## src/smbs_pkg.sv

```systemverilog
`default_nettype none
package smbs_pkg;
  localparam int COL_W = 9;
  localparam int ADDR_W = 13;
  localparam int MODE_W = 12;
  // mode register field layout
  localparam int BL_LSB = 0;
  localparam int BL_MSB = 2;
  localparam int BO_BIT = 3;
  localparam int RL_LSB = 4;
  localparam int RL_MSB = 6;
  localparam int OPM_LO_BIT = 7;
  localparam int OPM_HI_BIT = 8;
  localparam int WS_BIT = 9;
  // burst length codes
  localparam logic [2:0] BL_ONE = 3'h0;
  localparam logic [2:0] BL_TWO = 3'h1;
  localparam logic [2:0] BL_FOUR = 3'h2;
  localparam logic [2:0] BL_EIGHT = 3'h3;
  localparam logic [2:0] BL_PAGE = 3'h7;
  // read latency codes
  localparam logic [2:0] RL_TWO = 3'h2;
  localparam logic [2:0] RL_THREE = 3'h3;
  localparam logic [1:0] LAT_TWO = 2'h2;
  localparam logic [1:0] LAT_THREE = 2'h3;
  localparam logic [9:0] PAGE_LEN = 10'h200;
  localparam logic [9:0] ONE_LEN = 10'h001;
  localparam logic [9:0] TWO_LEN = 10'h002;
  localparam logic [9:0] FOUR_LEN = 10'h004;
  localparam logic [9:0] EIGHT_LEN = 10'h008;
  localparam logic [MODE_W-1:0] MODE_RESET = 12'h000;
  // command codes {cs_n, ras_n, cas_n, we_n}
  localparam logic [3:0] CMD_NOP = 4'h7;
  localparam logic [3:0] CMD_READ = 4'h5;
  localparam logic [3:0] CMD_WRITE = 4'h4;
  localparam logic [3:0] CMD_TERM = 4'h6;
  localparam logic [3:0] CMD_LMR = 4'h0;
  typedef enum logic [1:0]
  {
    SMBS_IDLE = 2'h0,
    SMBS_RUN = 2'h1,
    SMBS_LAST = 2'h3
  } smbs_state_type;
endpackage : smbs_pkg
`default_nettype wire

```

## src/smbs_fifo_if.sv

```systemverilog
`default_nettype none
interface smbs_fifo_if #(parameter int W = 11);
  logic in_valid;
  logic in_ready;
  logic [W-1:0] in_data;
  logic out_valid;
  logic out_ready;
  logic [W-1:0] out_data;
  modport src (output in_valid, output in_data, input in_ready,
    input out_valid, input out_data, output out_ready);
  modport fifo (input in_valid, input in_data, output in_ready,
    output out_valid, output out_data, input out_ready);
endinterface : smbs_fifo_if
`default_nettype wire

```

## src/smbs_fifo.sv

```systemverilog
`default_nettype none
module smbs_fifo #(
  parameter int WIDTH = 11,
  parameter int DEPTH = 8
)(
  input wire logic clk,
  input wire logic rstn,
  smbs_fifo_if.fifo f
);
  localparam int AW = $clog2(DEPTH);
  logic [WIDTH-1:0] mem_q [DEPTH];
  logic [AW-1:0] wp_q, wp_d, rp_q, rp_d;
  logic [AW:0] cnt_q, cnt_d;
  logic [WIDTH-1:0] rd_q, rd_d;
  logic ov_q, ov_d;
  logic push, pop;
  // output word held in a register; pop refills it from memory
  always_comb
  begin
    push = f.in_valid && (cnt_q < (AW+1)'(DEPTH));
    pop = (!ov_q || f.out_ready) && (cnt_q != '0);
    wp_d = push ? wp_q + 1'b1 : wp_q;
    rp_d = pop ? rp_q + 1'b1 : rp_q;
    cnt_d = cnt_q + (AW+1)'(push) - (AW+1)'(pop);
    rd_d = pop ? mem_q[rp_q] : rd_q;
    ov_d = pop ? 1'b1 : (f.out_ready ? 1'b0 : ov_q);
  end
  always_ff @(posedge clk)
  begin
    if (!rstn)
    begin
      wp_q <= '0;
      rp_q <= '0;
      cnt_q <= '0;
      rd_q <= '0;
      ov_q <= 1'b0;
    end
    else
    begin
      wp_q <= wp_d;
      rp_q <= rp_d;
      cnt_q <= cnt_d;
      rd_q <= rd_d;
      ov_q <= ov_d;
    end
    if (push)
      mem_q[wp_q] <= f.in_data;
  end
  assign f.in_ready = cnt_q < (AW+1)'(DEPTH);
  assign f.out_valid = ov_q;
  assign f.out_data = rd_q;
endmodule : smbs_fifo
`default_nettype wire

```

## src/smbs_seq.sv

```systemverilog
// What this block does
// - lengths 1,2,4,8 both orders; page sequential only
// - burst length caps accesses per command
// - upper column bits pick the block
// - burst wraps inside its own block
// - page burst wraps within 512 columns
// - order bit: zero sequential, one interleaved
// - sequential offset increments modulo length
// - interleaved offset is count xor start
// - length one uses column, ignores order
// - read data drives at n+m-1, valid n+m
// - only latency two or three drive read data; other codes still run the column burst
// - write single bit forces one-location writes
// - deselected chip executes nothing new
// - no-operation registers nothing, burst continues
// - load-mode captures address bits 0 to 11
// - mode fields at their fixed bit positions
// - mode register holds until reloaded
`default_nettype none
module smbs_seq
  import smbs_pkg::*;
#(
  parameter int FIFO_DEPTH = 8
)(
  input wire logic clk,
  input wire logic rstn,
  input wire logic cke,
  input wire logic cs_n,
  input wire logic ras_n,
  input wire logic cas_n,
  input wire logic we_n,
  input wire logic [ADDR_W-1:0] addr,
  input wire logic col_ready,
  output logic col_valid,
  output logic [COL_W-1:0] col_addr,
  output logic col_is_write,
  output logic busy,
  output logic cmd_ready,
  output logic dq_drive,
  output logic dq_valid,
  output logic mode_reserved,
  output logic [MODE_W-1:0] mode_word
);
  // ****************************************************************
  // mode register
  // ****************************************************************
  logic [MODE_W-1:0] mode_q, mode_d;
  logic [3:0] cmd;
  logic cmd_live, is_lmr, is_read, is_write, is_term;
  logic [2:0] bl_code, rl_code;
  logic bl_ok, rl_ok;
  always_comb
  begin
    cmd = {cs_n, ras_n, cas_n, we_n};
    // clock enable low is taken as no command as well
    cmd_live = !cs_n && cke;
    is_lmr = cmd_live && cmd == CMD_LMR;
    is_read = cmd_live && cmd == CMD_READ;
    is_write = cmd_live && cmd == CMD_WRITE;
    is_term = cmd_live && cmd == CMD_TERM;
    mode_d = is_lmr ? addr[MODE_W-1:0] : mode_q;
    bl_code = mode_q[BL_MSB:BL_LSB];
    rl_code = mode_q[RL_MSB:RL_LSB];
  end
  always_ff @(posedge clk)
  begin
    // reset only gives simulation a defined start; reload is required
    if (!rstn)
      mode_q <= MODE_RESET;
    else
      mode_q <= mode_d;
  end

  // ****************************************************************
  // mode decode
  // ****************************************************************
  logic [9:0] len;
  logic order_il;
  logic [8:0] blk_mask;
  always_comb
  begin
    order_il = mode_q[BO_BIT];
    bl_ok = 1'b1;
    case (bl_code)
      BL_ONE: len = ONE_LEN;
      BL_TWO: len = TWO_LEN;
      BL_FOUR: len = FOUR_LEN;
      BL_EIGHT: len = EIGHT_LEN;
      BL_PAGE:
      begin
        len = PAGE_LEN;
        bl_ok = !order_il;
      end
      default:
      begin
        len = ONE_LEN;
        bl_ok = 1'b0;
      end
    endcase
    // a reserved latency code leaves reads without any data phase
    rl_ok = rl_code == RL_TWO || rl_code == RL_THREE;
    blk_mask = 9'(len - 10'h001);
  end

  // ****************************************************************
  // column burst engine
  // ****************************************************************
  smbs_state_type st_q, st_d;
  logic [COL_W-1:0] base_q, base_d, start_q, start_d;
  logic [COL_W-1:0] cnt_q, cnt_d, mask_q, mask_d;
  logic il_q, il_d, wr_q, wr_d;
  logic [9:0] left_q, left_d;
  logic [COL_W-1:0] off, col;
  logic push_ok, start_burst, step;
  logic col_take;
  smbs_fifo_if #(.W(COL_W + 1)) fq ();
  always_comb
  begin
    push_ok = fq.in_ready;
    start_burst = (is_read || is_write) && bl_ok;
    st_d = st_q;
    base_d = base_q;
    start_d = start_q;
    cnt_d = cnt_q;
    mask_d = mask_q;
    il_d = il_q;
    wr_d = wr_q;
    left_d = left_q;
    // offset inside the block; engine stalls while fifo is full
    off = il_q ? ((cnt_q ^ start_q) & mask_q)
               : ((cnt_q + start_q) & mask_q);
    col = (base_q & ~mask_q) | off;
    step = st_q != SMBS_IDLE && push_ok;
    // a new read or write restarts the burst; the word pushed in this
    // cycle still belongs to the burst that it cuts short
    if (start_burst)
    begin
      base_d = addr[COL_W-1:0];
      start_d = addr[COL_W-1:0];
      cnt_d = '0;
      wr_d = is_write;
      // single-location write, or length one ignoring the order bit
      if (is_write && mode_q[WS_BIT])
      begin
        mask_d = '0;
        left_d = ONE_LEN;
      end
      else
      begin
        mask_d = blk_mask;
        left_d = len;
      end
      il_d = order_il && bl_code != BL_ONE;
      st_d = SMBS_RUN;
    end
    else if (is_term && st_q != SMBS_IDLE)
      st_d = SMBS_IDLE;
    else if (step)
    begin
      cnt_d = cnt_q + 9'h001;
      left_d = left_q - 10'h001;
      if (left_q == 10'h002)
        st_d = SMBS_LAST;
      else if (left_q == ONE_LEN)
        st_d = SMBS_IDLE;
    end
    fq.in_valid = step;
    fq.in_data = {wr_q, col};
    col_take = !col_valid || col_ready;
    fq.out_ready = col_take;
  end
  always_ff @(posedge clk)
  begin
    if (!rstn)
    begin
      st_q <= SMBS_IDLE;
      base_q <= '0;
      start_q <= '0;
      cnt_q <= '0;
      mask_q <= '0;
      il_q <= 1'b0;
      wr_q <= 1'b0;
      left_q <= '0;
    end
    else
    begin
      st_q <= st_d;
      base_q <= base_d;
      start_q <= start_d;
      cnt_q <= cnt_d;
      mask_q <= mask_d;
      il_q <= il_d;
      wr_q <= wr_d;
      left_q <= left_d;
    end
  end

  // depth only trades stall cycles for area; column order is unaffected
  smbs_fifo #(.WIDTH(COL_W + 1), .DEPTH(FIFO_DEPTH)) u_fifo (
    .clk(clk),
    .rstn(rstn),
    .f(fq.fifo)
  );

  // ****************************************************************
  // read latency pipe
  // ****************************************************************
  logic [LAT_THREE:0] rd_pipe_q, rd_pipe_d;
  logic [1:0] lat;
  logic drive_d, valid_d;
  always_comb
  begin
    // reserved codes index as two, but rl_ok keeps such reads out of
    // the pipe, so they never drive
    lat = rl_code == RL_THREE ? LAT_THREE : LAT_TWO;
    // bit k set: a read was registered k edges before this edge
    rd_pipe_d = {rd_pipe_q[LAT_THREE-1:0], is_read && rl_ok};
    // drive is registered at edge n+m-1, valid at edge n+m
    drive_d = rd_pipe_d[lat - 2'h1];
    valid_d = rd_pipe_d[lat];
  end
  always_ff @(posedge clk)
  begin
    if (!rstn)
    begin
      rd_pipe_q <= '0;
      dq_drive <= 1'b0;
      dq_valid <= 1'b0;
    end
    else
    begin
      rd_pipe_q <= rd_pipe_d;
      dq_drive <= drive_d;
      dq_valid <= valid_d;
    end
  end

  // ****************************************************************
  // column output stage
  // ****************************************************************
  logic col_valid_d, col_is_write_d;
  logic [COL_W-1:0] col_addr_d;
  always_comb
  begin
    // a full stage reloads only once its word is taken, so a stalled
    // consumer neither loses nor sees twice any column
    col_valid_d = col_take ? fq.out_valid : col_valid;
    col_addr_d = col_take ? fq.out_data[COL_W-1:0] : col_addr;
    col_is_write_d = col_take ? fq.out_data[COL_W] : col_is_write;
  end
  always_ff @(posedge clk)
  begin
    if (!rstn)
    begin
      col_valid <= 1'b0;
      col_addr <= '0;
      col_is_write <= 1'b0;
    end
    else
    begin
      col_valid <= col_valid_d;
      col_addr <= col_addr_d;
      col_is_write <= col_is_write_d;
    end
  end

  // ****************************************************************
  // status outputs
  // ****************************************************************
  logic busy_d, cmd_ready_d, reserved_d;
  always_comb
  begin
    busy_d = st_d != SMBS_IDLE;
    // fifo room, not engine state: a full fifo stalls the burst
    cmd_ready_d = fq.in_ready;
    // flags settings that the controller must never program
    reserved_d = !(bl_ok && rl_ok) || mode_q[OPM_LO_BIT] ||
      mode_q[OPM_HI_BIT];
  end
  always_ff @(posedge clk)
  begin
    if (!rstn)
    begin
      busy <= 1'b0;
      cmd_ready <= 1'b0;
      mode_reserved <= 1'b0;
      mode_word <= MODE_RESET;
    end
    else
    begin
      busy <= busy_d;
      cmd_ready <= cmd_ready_d;
      mode_reserved <= reserved_d;
      mode_word <= mode_d;
    end
  end
endmodule : smbs_seq
`default_nettype wire
```

## config.mk

```make
export PLATFORM = sky130hd
export DESIGN_NAME = smbs_seq
export DESIGN_NICKNAME = d
export VERILOG_FILES = /design/src/smbs_pkg.sv /design/src/smbs_fifo_if.sv /design/src/smbs_fifo.sv /design/src/smbs_seq.sv
export SDC_FILE = /design/constraint.sdc
export NUM_CORES = 1
export LEC_CHECK = 0
export ABC_AREA = 1
export BUFFER_PORTS_ARGS = -buffer_cell sky130_fd_sc_hd__clkbuf_2
export CAP_MARGIN = 20
export CORE_ASPECT_RATIO = 1.4
export CORE_MARGIN = 2
export CORE_UTILIZATION = 55
export DETAILED_ROUTE_END_ITERATION = 7
export HOLD_SLACK_MARGIN = 0.06
export PLACE_DENSITY = 0.76
export SYNTH_ARGS = -nofsm -noshare
export SYNTH_HDL_FRONTEND = slang
export SYNTH_HIERARCHICAL = 1
export SYNTH_SLANG_ARGS = --single-unit
export TNS_END_PERCENT = 1
```

## constraint.sdc

```tcl
create_clock -name clk -period 2.45 [get_ports clk]
set_input_delay 0.3675 -clock clk [delete_from_list [all_inputs] [get_ports clk]]
set_output_delay 0.3675 -clock clk [all_outputs]
set_load 0.005 [all_outputs]
```

**Word-level counts from Yosys, hierarchy flattened**

Memories as Yosys holds them, arrays and structs flattened. A register that Yosys moved wholly into a read port is not among the register bits.
Cells that the tools add are included.

- Bitwise gates (word level): 8
- $add $sub $neg: 9
- Magnitude comparators: 3
- Reduce and logical (&&, ||, !) cells: 38
- Mux-type cells: 22
- Equality and inequality tests: 12

Operator list:

| operator | number |
|---|---|
| $mux 10 | 4 |
| $pmux 10 s4 | 1 |
| $and 9x9->9 | 3 |
| $mux 9 | 2 |
| $logic_and 1x1->1 | 14 |
| $eq 3x2->1 const B | 4 |
| $eq 4x3->1 const B | 3 |
| $eq 10x1->1 const B | 1 |
| $eq 10x2->1 const B | 1 |
| $mux 2 | 5 |
| $sub 10x1->10 const B | 1 |
| $add 9x1->9 const B | 1 |
| $add 9x9->9 | 1 |
| $not 9->9 | 1 |
| $or 9x9->9 | 1 |
| $sub 9x1->9 const B | 1 |
| $xor 9x9->9 | 1 |
| $reduce_bool 2->1 | 4 |
| $mux 1 | 7 |
| $add 3x1->3 const B | 2 |
| $logic_not 1->1 | 6 |
| $logic_or 1x1->1 | 6 |
| $lt 2x3->1 const B | 2 |
| $add 4x1->4 | 1 |
| other kinds (16) | 19 |

- Register bits after elaboration: 83
- Memory bits (writable): 80
- Logic and storage cells: 114
- Memories kept: 1
- Output and inout port bits: 28
- Input bits: 21

Memories:

| name | words | bits a word | read ports | clocked after memory_dff | write ports | line | RTL |
|---|---|---|---|---|---|---|---|
| u_fifo.mem_q | 8 | 10 | 1 | 1 | 1 | smbs_fifo.sv:11 | `logic [WIDTH-1:0] mem_q [DEPTH];` |

**Longest topological paths before layout**

Gate-level depths: netlist of run 1.

- Word-level depth: 7
- Gate-level depth with buffers: 15
- Gate-level depth less buffers: 14

**Cells and area by module**

The synthesis of run 1 kept the hierarchy.

By module, submodules not included:

| module | cells each | area an instance (um2) | sequential area each (um2) | times used |
|---|---|---|---|---|
| smbs_fifo | 433 | 4336.7 | 2822.7 | 1 |
| smbs_seq | 479 | 3397.0 | 1361.3 | 1 |

**Least setup slack after synthesis of run 1**

Ideal clock, no wire load.

- Path kind: input to register
- From: input port col_ready
- To: register u_fifo.cnt_q[2]
- Cell stages on the path: 12
- Path buffers: 2
- Arrival time: 2.257 ns
- Data required time: 2.322 ns
- Setup slack: 0.065 ns
- Cells stage by stage: nor2_1 > inv_1 > clkbuf_1 > o21ai_2 > inv_2 > buf_4 > ha_1 > inv_1 > ha_1 > fa_1 > xnor2_1 > nor2_1

- Cells in the longest elaborated chain, start to end: 4

RTL lines:

| element | line | RTL |
|---|---|---|
| from (decl) | smbs_seq.sv:33 | `input wire logic col_ready,` |
| $logic_or 1x1->1 | smbs_seq.sv:169 | `col_take = !col_valid \|\| col_ready;` |
| via col_take | smbs_seq.sv:115 | `logic col_take;` |
| $logic_or 1x1->1 | smbs_fifo.sv:21 | `pop = (!ov_q \|\| f.out_ready) && (cnt_q != '0);` |
| $logic_and 1x1->1 | smbs_fifo.sv:21 |  |
| $sub 4x1->4 | smbs_fifo.sv:24 | `cnt_d = cnt_q + (AW+1)'(push) - (AW+1)'(pop);` |
| to (signal assigned) | smbs_fifo.sv:42 | `cnt_q <= cnt_d;` |
| to (decl) | smbs_fifo.sv:13 | `logic [AW:0] cnt_q, cnt_d;` |

The timed path passes the listed nets, and every way through them passes these cells.
A chain may end at the register's enable or synchronous reset.

==> out/results.ini, run 1 <==
[outcome]
outcome=finished, final reports clean

[grt]
antenna_found_initial=0
met2_usage_pct=40.7
grt_util_met1_pct=25.4
grt_start_max_net_pins=45
grt_pass1_wl_um=26000
grt_overflow_total=0
gr-usage-met3_pct=3.88
grt.total_usage_pct=22.1
top_usage_layer=met2
grt_pass1_vias=5426

[die]
core_sq_um=13800
die_w_um=104
rows=51
io_pins=49
die_h_um=144
start_util_pct=55.9
dieArea_sq_um=15000

[route]
vias=5919
drtAntennaViolNets=0
drc=0
first_iter_violations=363
drt-total-wl_um=16300
vias_per_cell=5.09
drt-pass1-iter-count=6
wl_per_cell_um=14.0

[logic_synthesis]
synth-seq-area-share_pct=54.1
yosysMostFrequentCell=nand2_1
synth_top_cell_area_share_pct=31.1
ys_top_cells_by_area=edfxtp_1 (31%), dfxtp_1 (23%), nand2_1 (11%)
synth-seq-cells=169
synth_area_per_cell_sq_um=8.48
synth_warnings=6
synth_edf_count=80
synth_nets=954
synth_ff_type=dfxtp_1
netlist_area_sq_um=7730
synth_cells=912
synth_top_area_cell=edfxtp_1
synth_cell_types=42
synth_commonest_cells=nand2_1 (227), inv_1 (135), dfxtp_1 (89)
synthArstFlopShare_pct=0

[run]
cap_viol_max_count=0

[cells_and_area]
syn2layout_area_growth_pct=12.7
final_util_pct=62.9
diodes=0
layout-drive-gt1-share_pct=13.2
fin_nets=1008

[clock_network]
cts_made_buffers=17
clock-root-buffer=clkbuf_16
clkLatencyLatePin_ps=430
cts_tree=built
cts.sinks=169
cts.htree.levels=4
cts.path.max_buffers=2
clk_pin_slew_ps=70

[critical_path]
crit_start=cnt_q[2]
cp_max_fo=8
worst-path-buf-inv=0
crit_slowest_cell=o21ai_0
crit_chain=ha_1 > nand3_1 > nand2_1 > nand2_1 > xor2_1 > o21ai_0
path_class=register to register
crit_top_cell=nand2_1
startpoint_type=register
arrival_ps=2430
crit_family=compound AO/OA/AOI/OAI gates
end_kind=register
crit_required_ps=2510
reg2reg_from=cnt_q[2]
critPathMaxStageDelay_ps=860

[pwr]
pwr-share-comb_pct=23.1
vdd_ir_drop_max_mv=0.684
p_total_w=0.00765
switching_power_w=0.00244
leakagePower_nw=4.00
switching_share_pct=31.9
clockPowerShare_pct=34.2
seq_power_share_pct=42.7
p_int_w=0.00521
power_density_nw_per_um2=878

[timing]
final.period_utilization_pct=96.8
worst_pin_slew_ps=1120
grt_setup_unrepaired=no
whs_ps=166
fin_crit_ps=2370
final.setup.tns_ps=0
finalMaxSlewViolations=0
fin_skew_ps=14.0
clock.fmax_ghz=0.422
finalSetupViolCount=0
slew_headroom_pct=24.7
hold_violations=0

[hold_path]
hp-class=input pin to register
hp-start=addr[10]

[placed_design]
io_buffer_count=47
dpl.hpwl_um=11200
gp_congestion=0.900

[power groups by stage]
stage               clock [W]  combinational (W)  sequential, W
detailed placement          0            0.00176        0.00333
CTS                   0.00265            0.00177        0.00327
finish                0.00262            0.00177        0.00327
floorplan                   0            0.00134        0.00332
global placement            0            0.00173        0.00332
global route          0.00276            0.00200        0.00329
[sequential cells by signal, indices dropped and copies added (netlist names), 2 cells and up]
signal / cells
cnt_q: 9
u_fifo/f.out_data: 10
rd_pipe_q: 3
u_fifo/mem_q: 80
mode_word: 12
col_addr: 9
start_q: 9
u_fifo/cnt_q: 4
u_fifo/wp_q: 3
left_q: 10
mask_q: 5
st_q: 2
u_fifo/rp_q: 3
[what timing repair did]
action                     4_1_cts  5_1_grt
buffers inserted                 0        0
setup endpoints to repair        0        8
gates resized for setup          0        1
hold buffers                     0        0
[final cells by class]
cell class | count | area [sq um]
fill | 1190 | 5130
inverter | 142 | 538
clock inverter | 15 | 155
timing repair buffer | 67 | 385
multi-input combinational | 569 | 2800
clock buffer | 17 | 425
tap | 185 | 231
sequential | 169 | 4180
[final timing paths]
path / cells after the start / end / slack, ps
max reg2reg: 6 / u_fifo/mem_q[7][3] / 80
max: 6 / u_fifo/mem_q[7][3] / 80
min: 3 / mode_word[10] / 170
min reg2reg: 2 / rd_pipe_q[2] / 460
[routing by layer]
layer  vias up  share of wire (%)  wire length, um
li1       3035                  -                -
met1      2690                 39             6410
met2       162                 53             8580
met3        32                5.2              851
met4         0                2.6              427
met5         -                  0                0
[cells in the final DEF, fill, tap and decap left out, types with 2 or more instances in the layout]
| cell | instances |
|---|---|
| clkinvlp_4 | 2 |
| nand3b_1 | 4 |
| nand2_1 | 227 |
| a21oi_1 | 36 |
| o21ai_2 | 2 |
| clkbuf_16 | 17 |
| inv_6 | 4 |
| o211ai_1 | 3 |
| edfxtp_1 | 80 |
| or2_2 | 2 |
| nor2_2 | 4 |
| nand4_1 | 4 |
| o22ai_1 | 4 |
| nor3_1 | 6 |
| inv_4 | 3 |
| nor2_1 | 82 |
| nand3_1 | 85 |
| clkbuf_2 | 47 |
| nand2_2 | 4 |
| inv_2 | 6 |
| o21ai_0 | 52 |
| o21ai_1 | 4 |
| inv_1 | 135 |
| fa_1 | 2 |
| xor2_1 | 5 |
| nand3_2 | 4 |
| o21a_1 | 2 |
| buf_4 | 20 |
| nor2_4 | 3 |
| xnor2_1 | 4 |
| inv_8 | 5 |
| ha_1 | 19 |
| dfxtp_1 | 89 |
[worst register-to-register path, delay by kind of cell, from the launching register on]
family,cells,cell delay [ps]
AOI/OAI and AO/OA,1,860
adders and majority gates,1,360
DFF,1,350
and+or+nand+nor,3,280
xor gates and xnor gates,1,150
[cell families (layout without fill, tap and decap cells)]
family | after synthesis | after routing | share of synthesized area (%)
adders and majority gates | 21 | 21 | 3.59
DFF | 169 | 169 | 54.1
AOI/OAI and AO/OA | 109 | 109 | 7.65
and+or+nand+nor | 430 | 430 | 23.9
buffers and inverters | 174 | 241 | 9.74
xor gates and xnor gates | 9 | 9 | 1.02
[stage by stage]
| step | setup WS, ps | instance area, sq um | cells |
|---|---|---|---|
| after global placement | 230 | 8140 | 1132 |
| after global routing | 12.0 | 8720 | 1164 |
| after floorplan | 65.1 | 7730 | 912 |
| after CTS | 146 | 8720 | 1164 |
| after detailed placement | 162 | 8140 | 1132 |
| final | 78.1 | 8720 | 1164 |
No activity file was read; power rests on OpenSTA's default activity.
==> inputs of run 2 (changes only) <==
--- a/config.mk
+++ b/config.mk
@@ -10,10 +10,11 @@
 export CAP_MARGIN = 20
 export CORE_ASPECT_RATIO = 1.4
 export CORE_MARGIN = 2
-export CORE_UTILIZATION = 55
+export CORE_UTILIZATION = 61
 export DETAILED_ROUTE_END_ITERATION = 7
+export GPL_TIMING_DRIVEN = 0
 export HOLD_SLACK_MARGIN = 0.06
-export PLACE_DENSITY = 0.76
+export PLACE_DENSITY = 0.8
 export SYNTH_ARGS = -nofsm -noshare
 export SYNTH_HDL_FRONTEND = slang
 export SYNTH_HIERARCHICAL = 1
==> constraint.sdc (replaced) <==
create_clock -name clk -period 2.5 [get_ports clk]
set_input_delay 0.375 -clock clk [delete_from_list [all_inputs] [get_ports clk]]
set_output_delay 0.375 -clock clk [all_outputs]
set_load 0.005 [all_outputs]
==> run 2 against run 1 <==
Effect of this change: critical path depth unchanged; final cell count down 1.8%; routed wire length up 6.4%; register-to-register slack better by 50 ps; sequential share of layout area down 0.21 points; clock-buffer cell count up 2; design area up 0.43%; fmax about the same; clock power down 6%; setup slack better by 49 ps; flip-flop and latch count unchanged; power down 0.12%; critical path type unchanged; largest cell class unchanged.
==> out/results.ini, run 2 (synthesis gave the netlist of run 1 again) <==
[outcome]
outcome=finished, final reports clean

[critical_path]
rrSetupSlack_ps=130  ; +50 ps
crit_top_cell=nand2_1
crit_slowest_cell=o21ai_0
arrival_ps=2430  ; about the same
worst-path-buf-inv=0  ; unchanged
critPathMaxStageDelay_ps=860  ; about the same
crit_family=compound AO/OA/AOI/OAI gates
cp_max_fo=8  ; unchanged
startpoint_type=register
crit_start=cnt_q[2]
end_kind=register
reg2reg_to=u_fifo/mem_q[5][3]
reg2reg_from=cnt_q[2]
path_class=register to register
crit_required_ps=2560  ; +50 ps
rr_worst_depth=6  ; unchanged
crit_chain=ha_1 > nand3_1 > nand2_1 > nand2_1 > xor2_1 > o21ai_0

[pwr]
p_int_w=0.00518  ; -0.64%
vdd_ir_drop_max_mv=0.566  ; -17%
power_density_nw_per_um2=873  ; -0.55%
leakagePower_nw=4.02  ; +0.66%
pwr-share-comb_pct=25.8  ; +2.7 points
switching_power_w=0.00247  ; +1.0%
clockPowerShare_pct=32.2  ; -2.0 points
seq_power_share_pct=42.0  ; -0.7 points
switching_share_pct=32.3  ; +0.36 points

[grt]
grt_pass1_wl_um=27200  ; +4.5%
antenna_found_initial=0  ; unchanged
grt_util_met1_pct=27.2  ; +1.8 points
grt_pass1_vias=5801  ; +6.9%
grt_start_max_net_pins=17  ; -62%
top_usage_layer=met2
grt_overflow_total=0  ; unchanged
gr-usage-met3_pct=4.62  ; +0.74 points
met2_usage_pct=49.2  ; +8.6 points
grt.total_usage_pct=25.9  ; +3.8 points

[clock_network]
clk_pin_slew_ps=70  ; about the same
clkLatencyLatePin_ps=420  ; about the same
cts_made_buffers=17  ; unchanged
cts_tree=built
clock-root-buffer=clkbuf_16
cts.htree.levels=4  ; unchanged
cts.sinks=169  ; unchanged
cts.path.max_buffers=2  ; unchanged

[timing]
fin_skew_ps=9.87  ; -4.10 ps
slew_headroom_pct=24.5  ; -0.29 points
fin_crit_ps=2370  ; +0.719 ps
worst_pin_slew_ps=1120  ; +4.33 ps
grt_setup_unrepaired=no
whs_ps=181  ; +15.0 ps
hold_violations=0  ; unchanged
finalMaxSlewViolations=0  ; unchanged
clock.fmax_ghz=0.421  ; about the same
finalSetupViolCount=0  ; unchanged
final.period_utilization_pct=94.9  ; -1.9 points

[placed_design]
dpl.hpwl_um=12300  ; +9.7%
io_buffer_count=46  ; -2.1%
gp_congestion=0.911  ; +1.2%
dp.cells=1108  ; -2.1%

[hold_path]
hp-start=addr[10]
hold_depth=3  ; unchanged
worstHoldEndpoint=mode_word[10]
hp-class=input pin to register

[die]
core_sq_um=12400  ; -11%
die_h_um=137  ; -4.9%
io_pins=49  ; unchanged
dieArea_sq_um=13600  ; -9.5%
start_util_pct=62.5  ; +6.7 points
die_w_um=99.2  ; -4.9%
rows=48  ; -5.9%

[route]
drt-total-wl_um=17300  ; +6.4%
drt-pass1-iter-count=6  ; unchanged
first_iter_violations=331  ; -8.8%
drtAntennaViolNets=0  ; unchanged
vias_per_cell=5.32  ; +4.7%
drc=0  ; unchanged
vias=6086  ; +2.8%
wl_per_cell_um=15.1  ; +8.4%

[run]
cap_viol_max_count=0  ; unchanged

[cells_and_area]
final-seq-area_sq_um=4180  ; unchanged
largestRegisters=u_fifo/mem_q: 80 flops, mode_word: 12 flops
layout_commonest_cell=nand2_1
fillers=969  ; -19%
multi_input_area_sq_um=2810  ; +0.45%
layout-drive-gt1-share_pct=13.9  ; +0.72 points
fin_cells=1143  ; -1.8%
final_cell_mix=nand2_1 (227), inv_1 (134), dfxtp_1 (89)
syn2layout_area_growth_pct=13.2
fin_nets=1022  ; +1.4%
diodes=0  ; unchanged
largest_reg_flops=80  ; unchanged
regMostFlops=u_fifo/mem_q

[run 2: how the worst max path moves through the flow]
stage               cells after the start            endpoint  slack [ps]
finish                                  6  u_fifo/mem_q[5][3]         130
CTS                                    12     u_fifo/cnt_q[2]          20
global route                            8  u_fifo/mem_q[0][4]          20
global placement                       13     u_fifo/cnt_q[2]        -240
detailed placement                     13     u_fifo/cnt_q[2]        -330
floorplan                              12     u_fifo/cnt_q[2]         110
[run 2: timing repair]
action                     in CTS  in global routing
setup buffers                   0                  4
hold buffers                    0                  0
resized for setup               3                  2
pin swaps                       0                  1
setup endpoints to repair      11                  3
gates cloned                    0                  0
[run 2: power groups by stage]
stage	clock network [W]	registers, W	logic, W
finish	0.00246	0.00321	0.00197
CTS	0.00249	0.00321	0.00191
floorplan	0	0.00325	0.00131
global placement	0	0.00326	0.00180
detailed placement	0	0.00327	0.00186
global route	0.00260	0.00323	0.00219
[run 2: layout make-up]
class	instances	area share, %
multi-input combinational	569	32.1
buffer	31	2.42
tap	150	2.14
timing repair buffer	50	2.97
clock inverter	13	1.24
clock buffer	19	5.19
inverter	142	6.15
sequential	169	47.8
[run 2: metrics by stage]
step / power (W) / instance area (sq um) / utilization, % / setup slack, ps / setup TNS [ps]
after floorplan: 0.00457 / 7730 / - / 108 / 0
after detailed placement: 0.00513 / 8150 / 65.9 / -329 / -886
after CTS: 0.00761 / 8720 / 70.5 / 20.4 / 0
after global placement: 0.00507 / 8150 / 65.9 / -237 / -536
final: 0.00764 / 8750 / 70.8 / 127 / 0
after global routing: 0.00802 / 8750 / 70.8 / 20.8 / 0
[run 2: layer usage]
| layer | routed length [um] | vias up | part of all wire [%] |
|---|---|---|---|
| met2 | 9400 | 191 | 54 |
| met5 | 0 | - | 0 |
| li1 | - | 3065 | - |
| met3 | 830 | 43 | 4.8 |
| met4 | 705 | 0 | 4.1 |
| met1 | 6380 | 2787 | 37 |
[run 2: worst min-delay path, delay by kind of cell]
kind	cells	cell delay (ps)
buffers and inverters	1	80
AND/OR/NAND/NOR	2	120
==> inputs of run 3 (changes only) <==
==> constraint.sdc (replaced) <==
create_clock -name clk -period 2.62 [get_ports clk]
set_input_delay 0.393 -clock clk [delete_from_list [all_inputs] [get_ports clk]]
set_output_delay 0.393 -clock clk [all_outputs]
set_load 0.005 [all_outputs]
==> run 3 against run 2 <==
Effect of this change: flip-flop and latch count unchanged; setup slack gained 2.8 ps; via count increased by 0.62%; register-to-register slack about the same; sequential share of layout area increased by 0.19 points; sequential power decreased by 5%; hold slack better by 18 ps; fmax fell by 4.7%; first-iteration DRC count fell by 16%; core utilization decreased by 0.28 points; combinational power is 7% lower; routed wire length shrank 0.61%; critical path type unchanged; largest cell class unchanged; largest power group unchanged.
==> out/results.ini, run 3 (synthesis gave the netlist of run 1 again) <==
[cells_and_area]
regMostFlops=u_fifo/mem_q
final_cell_mix=nand2_1 (227), inv_1 (134), dfxtp_1 (89)
layout_commonest_cell=nand2_1
largest_reg_flops=80  ; unchanged
fin_area_sq_um=8720  ; -0.40%
fin_nets=1018  ; -0.39%
largestRegisters=u_fifo/mem_q: 80 flops, mode_word: 12 flops
layout-drive-gt1-share_pct=13.3  ; -0.55 points
diodes=0  ; unchanged
syn2layout_area_growth_pct=12.7

[pwr]
leakagePower_nw=4.01  ; -0.44%
vdd_ir_drop_max_mv=0.540  ; -4.7%
power_density_nw_per_um2=832  ; -4.8%
switching_share_pct=32.3  ; +0.033 points
seq_power_share_pct=42.2  ; +0.2 points
clockPowerShare_pct=32.4  ; +0.2 points
p_total_w=0.00725  ; -5.1%
pwr-share-comb_pct=25.4  ; -0.4 points
switching_power_w=0.00234  ; -5.0%
p_int_w=0.00491  ; -5.2%

[timing]
clock.fmax_ghz=0.402  ; -4.7%
slew_headroom_pct=26.5  ; +2.1 points
fin_ws_ps=130  ; +2.84 ps
whs_ps=199  ; +17.9 ps
worst_pin_slew_ps=1090  ; -30.5 ps
final.setup.tns_ps=0  ; unchanged
hold_violations=0  ; unchanged
fin_crit_ps=2490  ; +117 ps
fin_skew_ps=9.86  ; -0.00972 ps
grt_setup_unrepaired=yes
final.period_utilization_pct=95.0  ; +0.13 points
finalSetupViolCount=0  ; unchanged
finalMaxSlewViolations=0  ; unchanged

[critical_path]
arrival_ps=2790  ; +360 ps
end_kind=register
crit_required_ps=2920  ; +360 ps
cp_max_fo=12  ; +4
startpoint_type=register
path_class=register to register

[run]
cap_viol_max_count=0  ; unchanged

[route]
drt-total-wl_um=17200  ; -0.61%
vias=6124  ; +0.62%
drc=0  ; unchanged
wl_per_cell_um=15.1  ; -0.26%
vias_per_cell=5.38  ; +0.98%
drtAntennaViolNets=0  ; unchanged
first_iter_violations=277  ; -16%
drt-pass1-iter-count=5  ; -1

[die]
start_util_pct=62.5  ; unchanged
die_w_um=99.2  ; unchanged
die_h_um=137  ; unchanged
io_pins=49  ; unchanged
core_sq_um=12400  ; unchanged
dieArea_sq_um=13600  ; unchanged
rows=48  ; unchanged

[clock_network]
clk_pin_slew_ps=70  ; about the same
cts_made_buffers=17  ; unchanged
clock-root-buffer=clkbuf_16
cts.path.max_buffers=2  ; unchanged
clkLatencyLatePin_ps=420  ; about the same
cts.sinks=169  ; unchanged
cts.htree.levels=4  ; unchanged
postCtsSetupRepairBufs=0  ; unchanged
cts_tree=built

[outcome]
outcome=finished, final reports clean

[hold_path]
hp-class=input pin to register

[grt]
grt_overflow_total=0  ; unchanged
grt.total_usage_pct=25.9  ; unchanged
grt_pass1_vias=5801  ; unchanged
grt_start_max_net_pins=17  ; unchanged
grt_pass1_wl_um=27200  ; unchanged
antenna_found_initial=0  ; unchanged

[placed_design]
dpl.hpwl_um=12300  ; unchanged
placed_cell_area_sq_um=8150  ; unchanged
pre_cts_slack_ps=-227  ; +102 ps
io_buffer_count=46  ; unchanged
gp_congestion=0.911  ; unchanged

run 3: changes by cell type in the layout (fill, tap and decap cells not counted), sizes merged:
cell / delta
buf: -4
run 3: routing by layer:
layer	track usage, %	part of all wire (%)	wire length (um)
met5	0	0	0
met4	13.0	4.0	685
met3	4.62	5.3	910
met2	49.2	54	9340
met1	27.2	36	6270
run 3: critical path: stages (launching register included):
cell and delay (ps):
dfxtp_1 330, inv_1 40, nor2_1 190, inv_2 160
o21ai_4 230, inv_2 70, buf_4 190, ha_1 280
inv_1 40, ha_1 210, fa_1 410, xnor2_1 160
nor2_1 50
run 3: power groups by stage:
stage               registers [W]  logic (W)  clock network (W)
global route              0.00308    0.00204            0.00248
CTS                       0.00306    0.00182            0.00237
global placement          0.00311    0.00172                  0
finish                    0.00306    0.00184            0.00235
floorplan                 0.00310    0.00125                  0
detailed placement        0.00312    0.00178                  0
run 3: final timing paths:
| kind | from | end | slack (ps) | cells past startpoint |
|---|---|---|---|---|
| worst max-delay path | col_valid | u_fifo/cnt_q[2] | 130 | 12 |
| worst min-delay path | addr[10] | mode_word[10] | 200 | 3 |
| worst max register to register | col_valid | u_fifo/cnt_q[2] | 130 | 12 |
| worst min register to register | rd_pipe_q[2] | dq_valid | 450 | 1 |
run 3: area by class of cell:
| class | instances | area [sq um] |
|---|---|---|
| flip-flops and latches | 169 | 4180 |
| fillers | 976 | 3650 |
| multi-input cells | 569 | 2800 |
| inverters | 142 | 538 |
| clock buffers | 19 | 454 |
| repair buffers | 46 | 230 |
| plain buffers | 31 | 211 |
| well taps | 150 | 188 |
| clock inverters | 13 | 109 |
run 3: repair_timing:
item                       in CTS  in global routing
setup endpoints to repair       2                 11
resized for setup               1                  2
hold buffers                    0                  0
run 3: through the flow:
| stage | util, % | cells |
|---|---|---|
| final | 70.5 | 1139 |
| after global routing | 70.5 | 1139 |
| after global placement | 65.9 | 1108 |
| after floorplan | - | 912 |
| after detailed placement | 65.9 | 1108 |
| after CTS | 70.5 | 1139 |
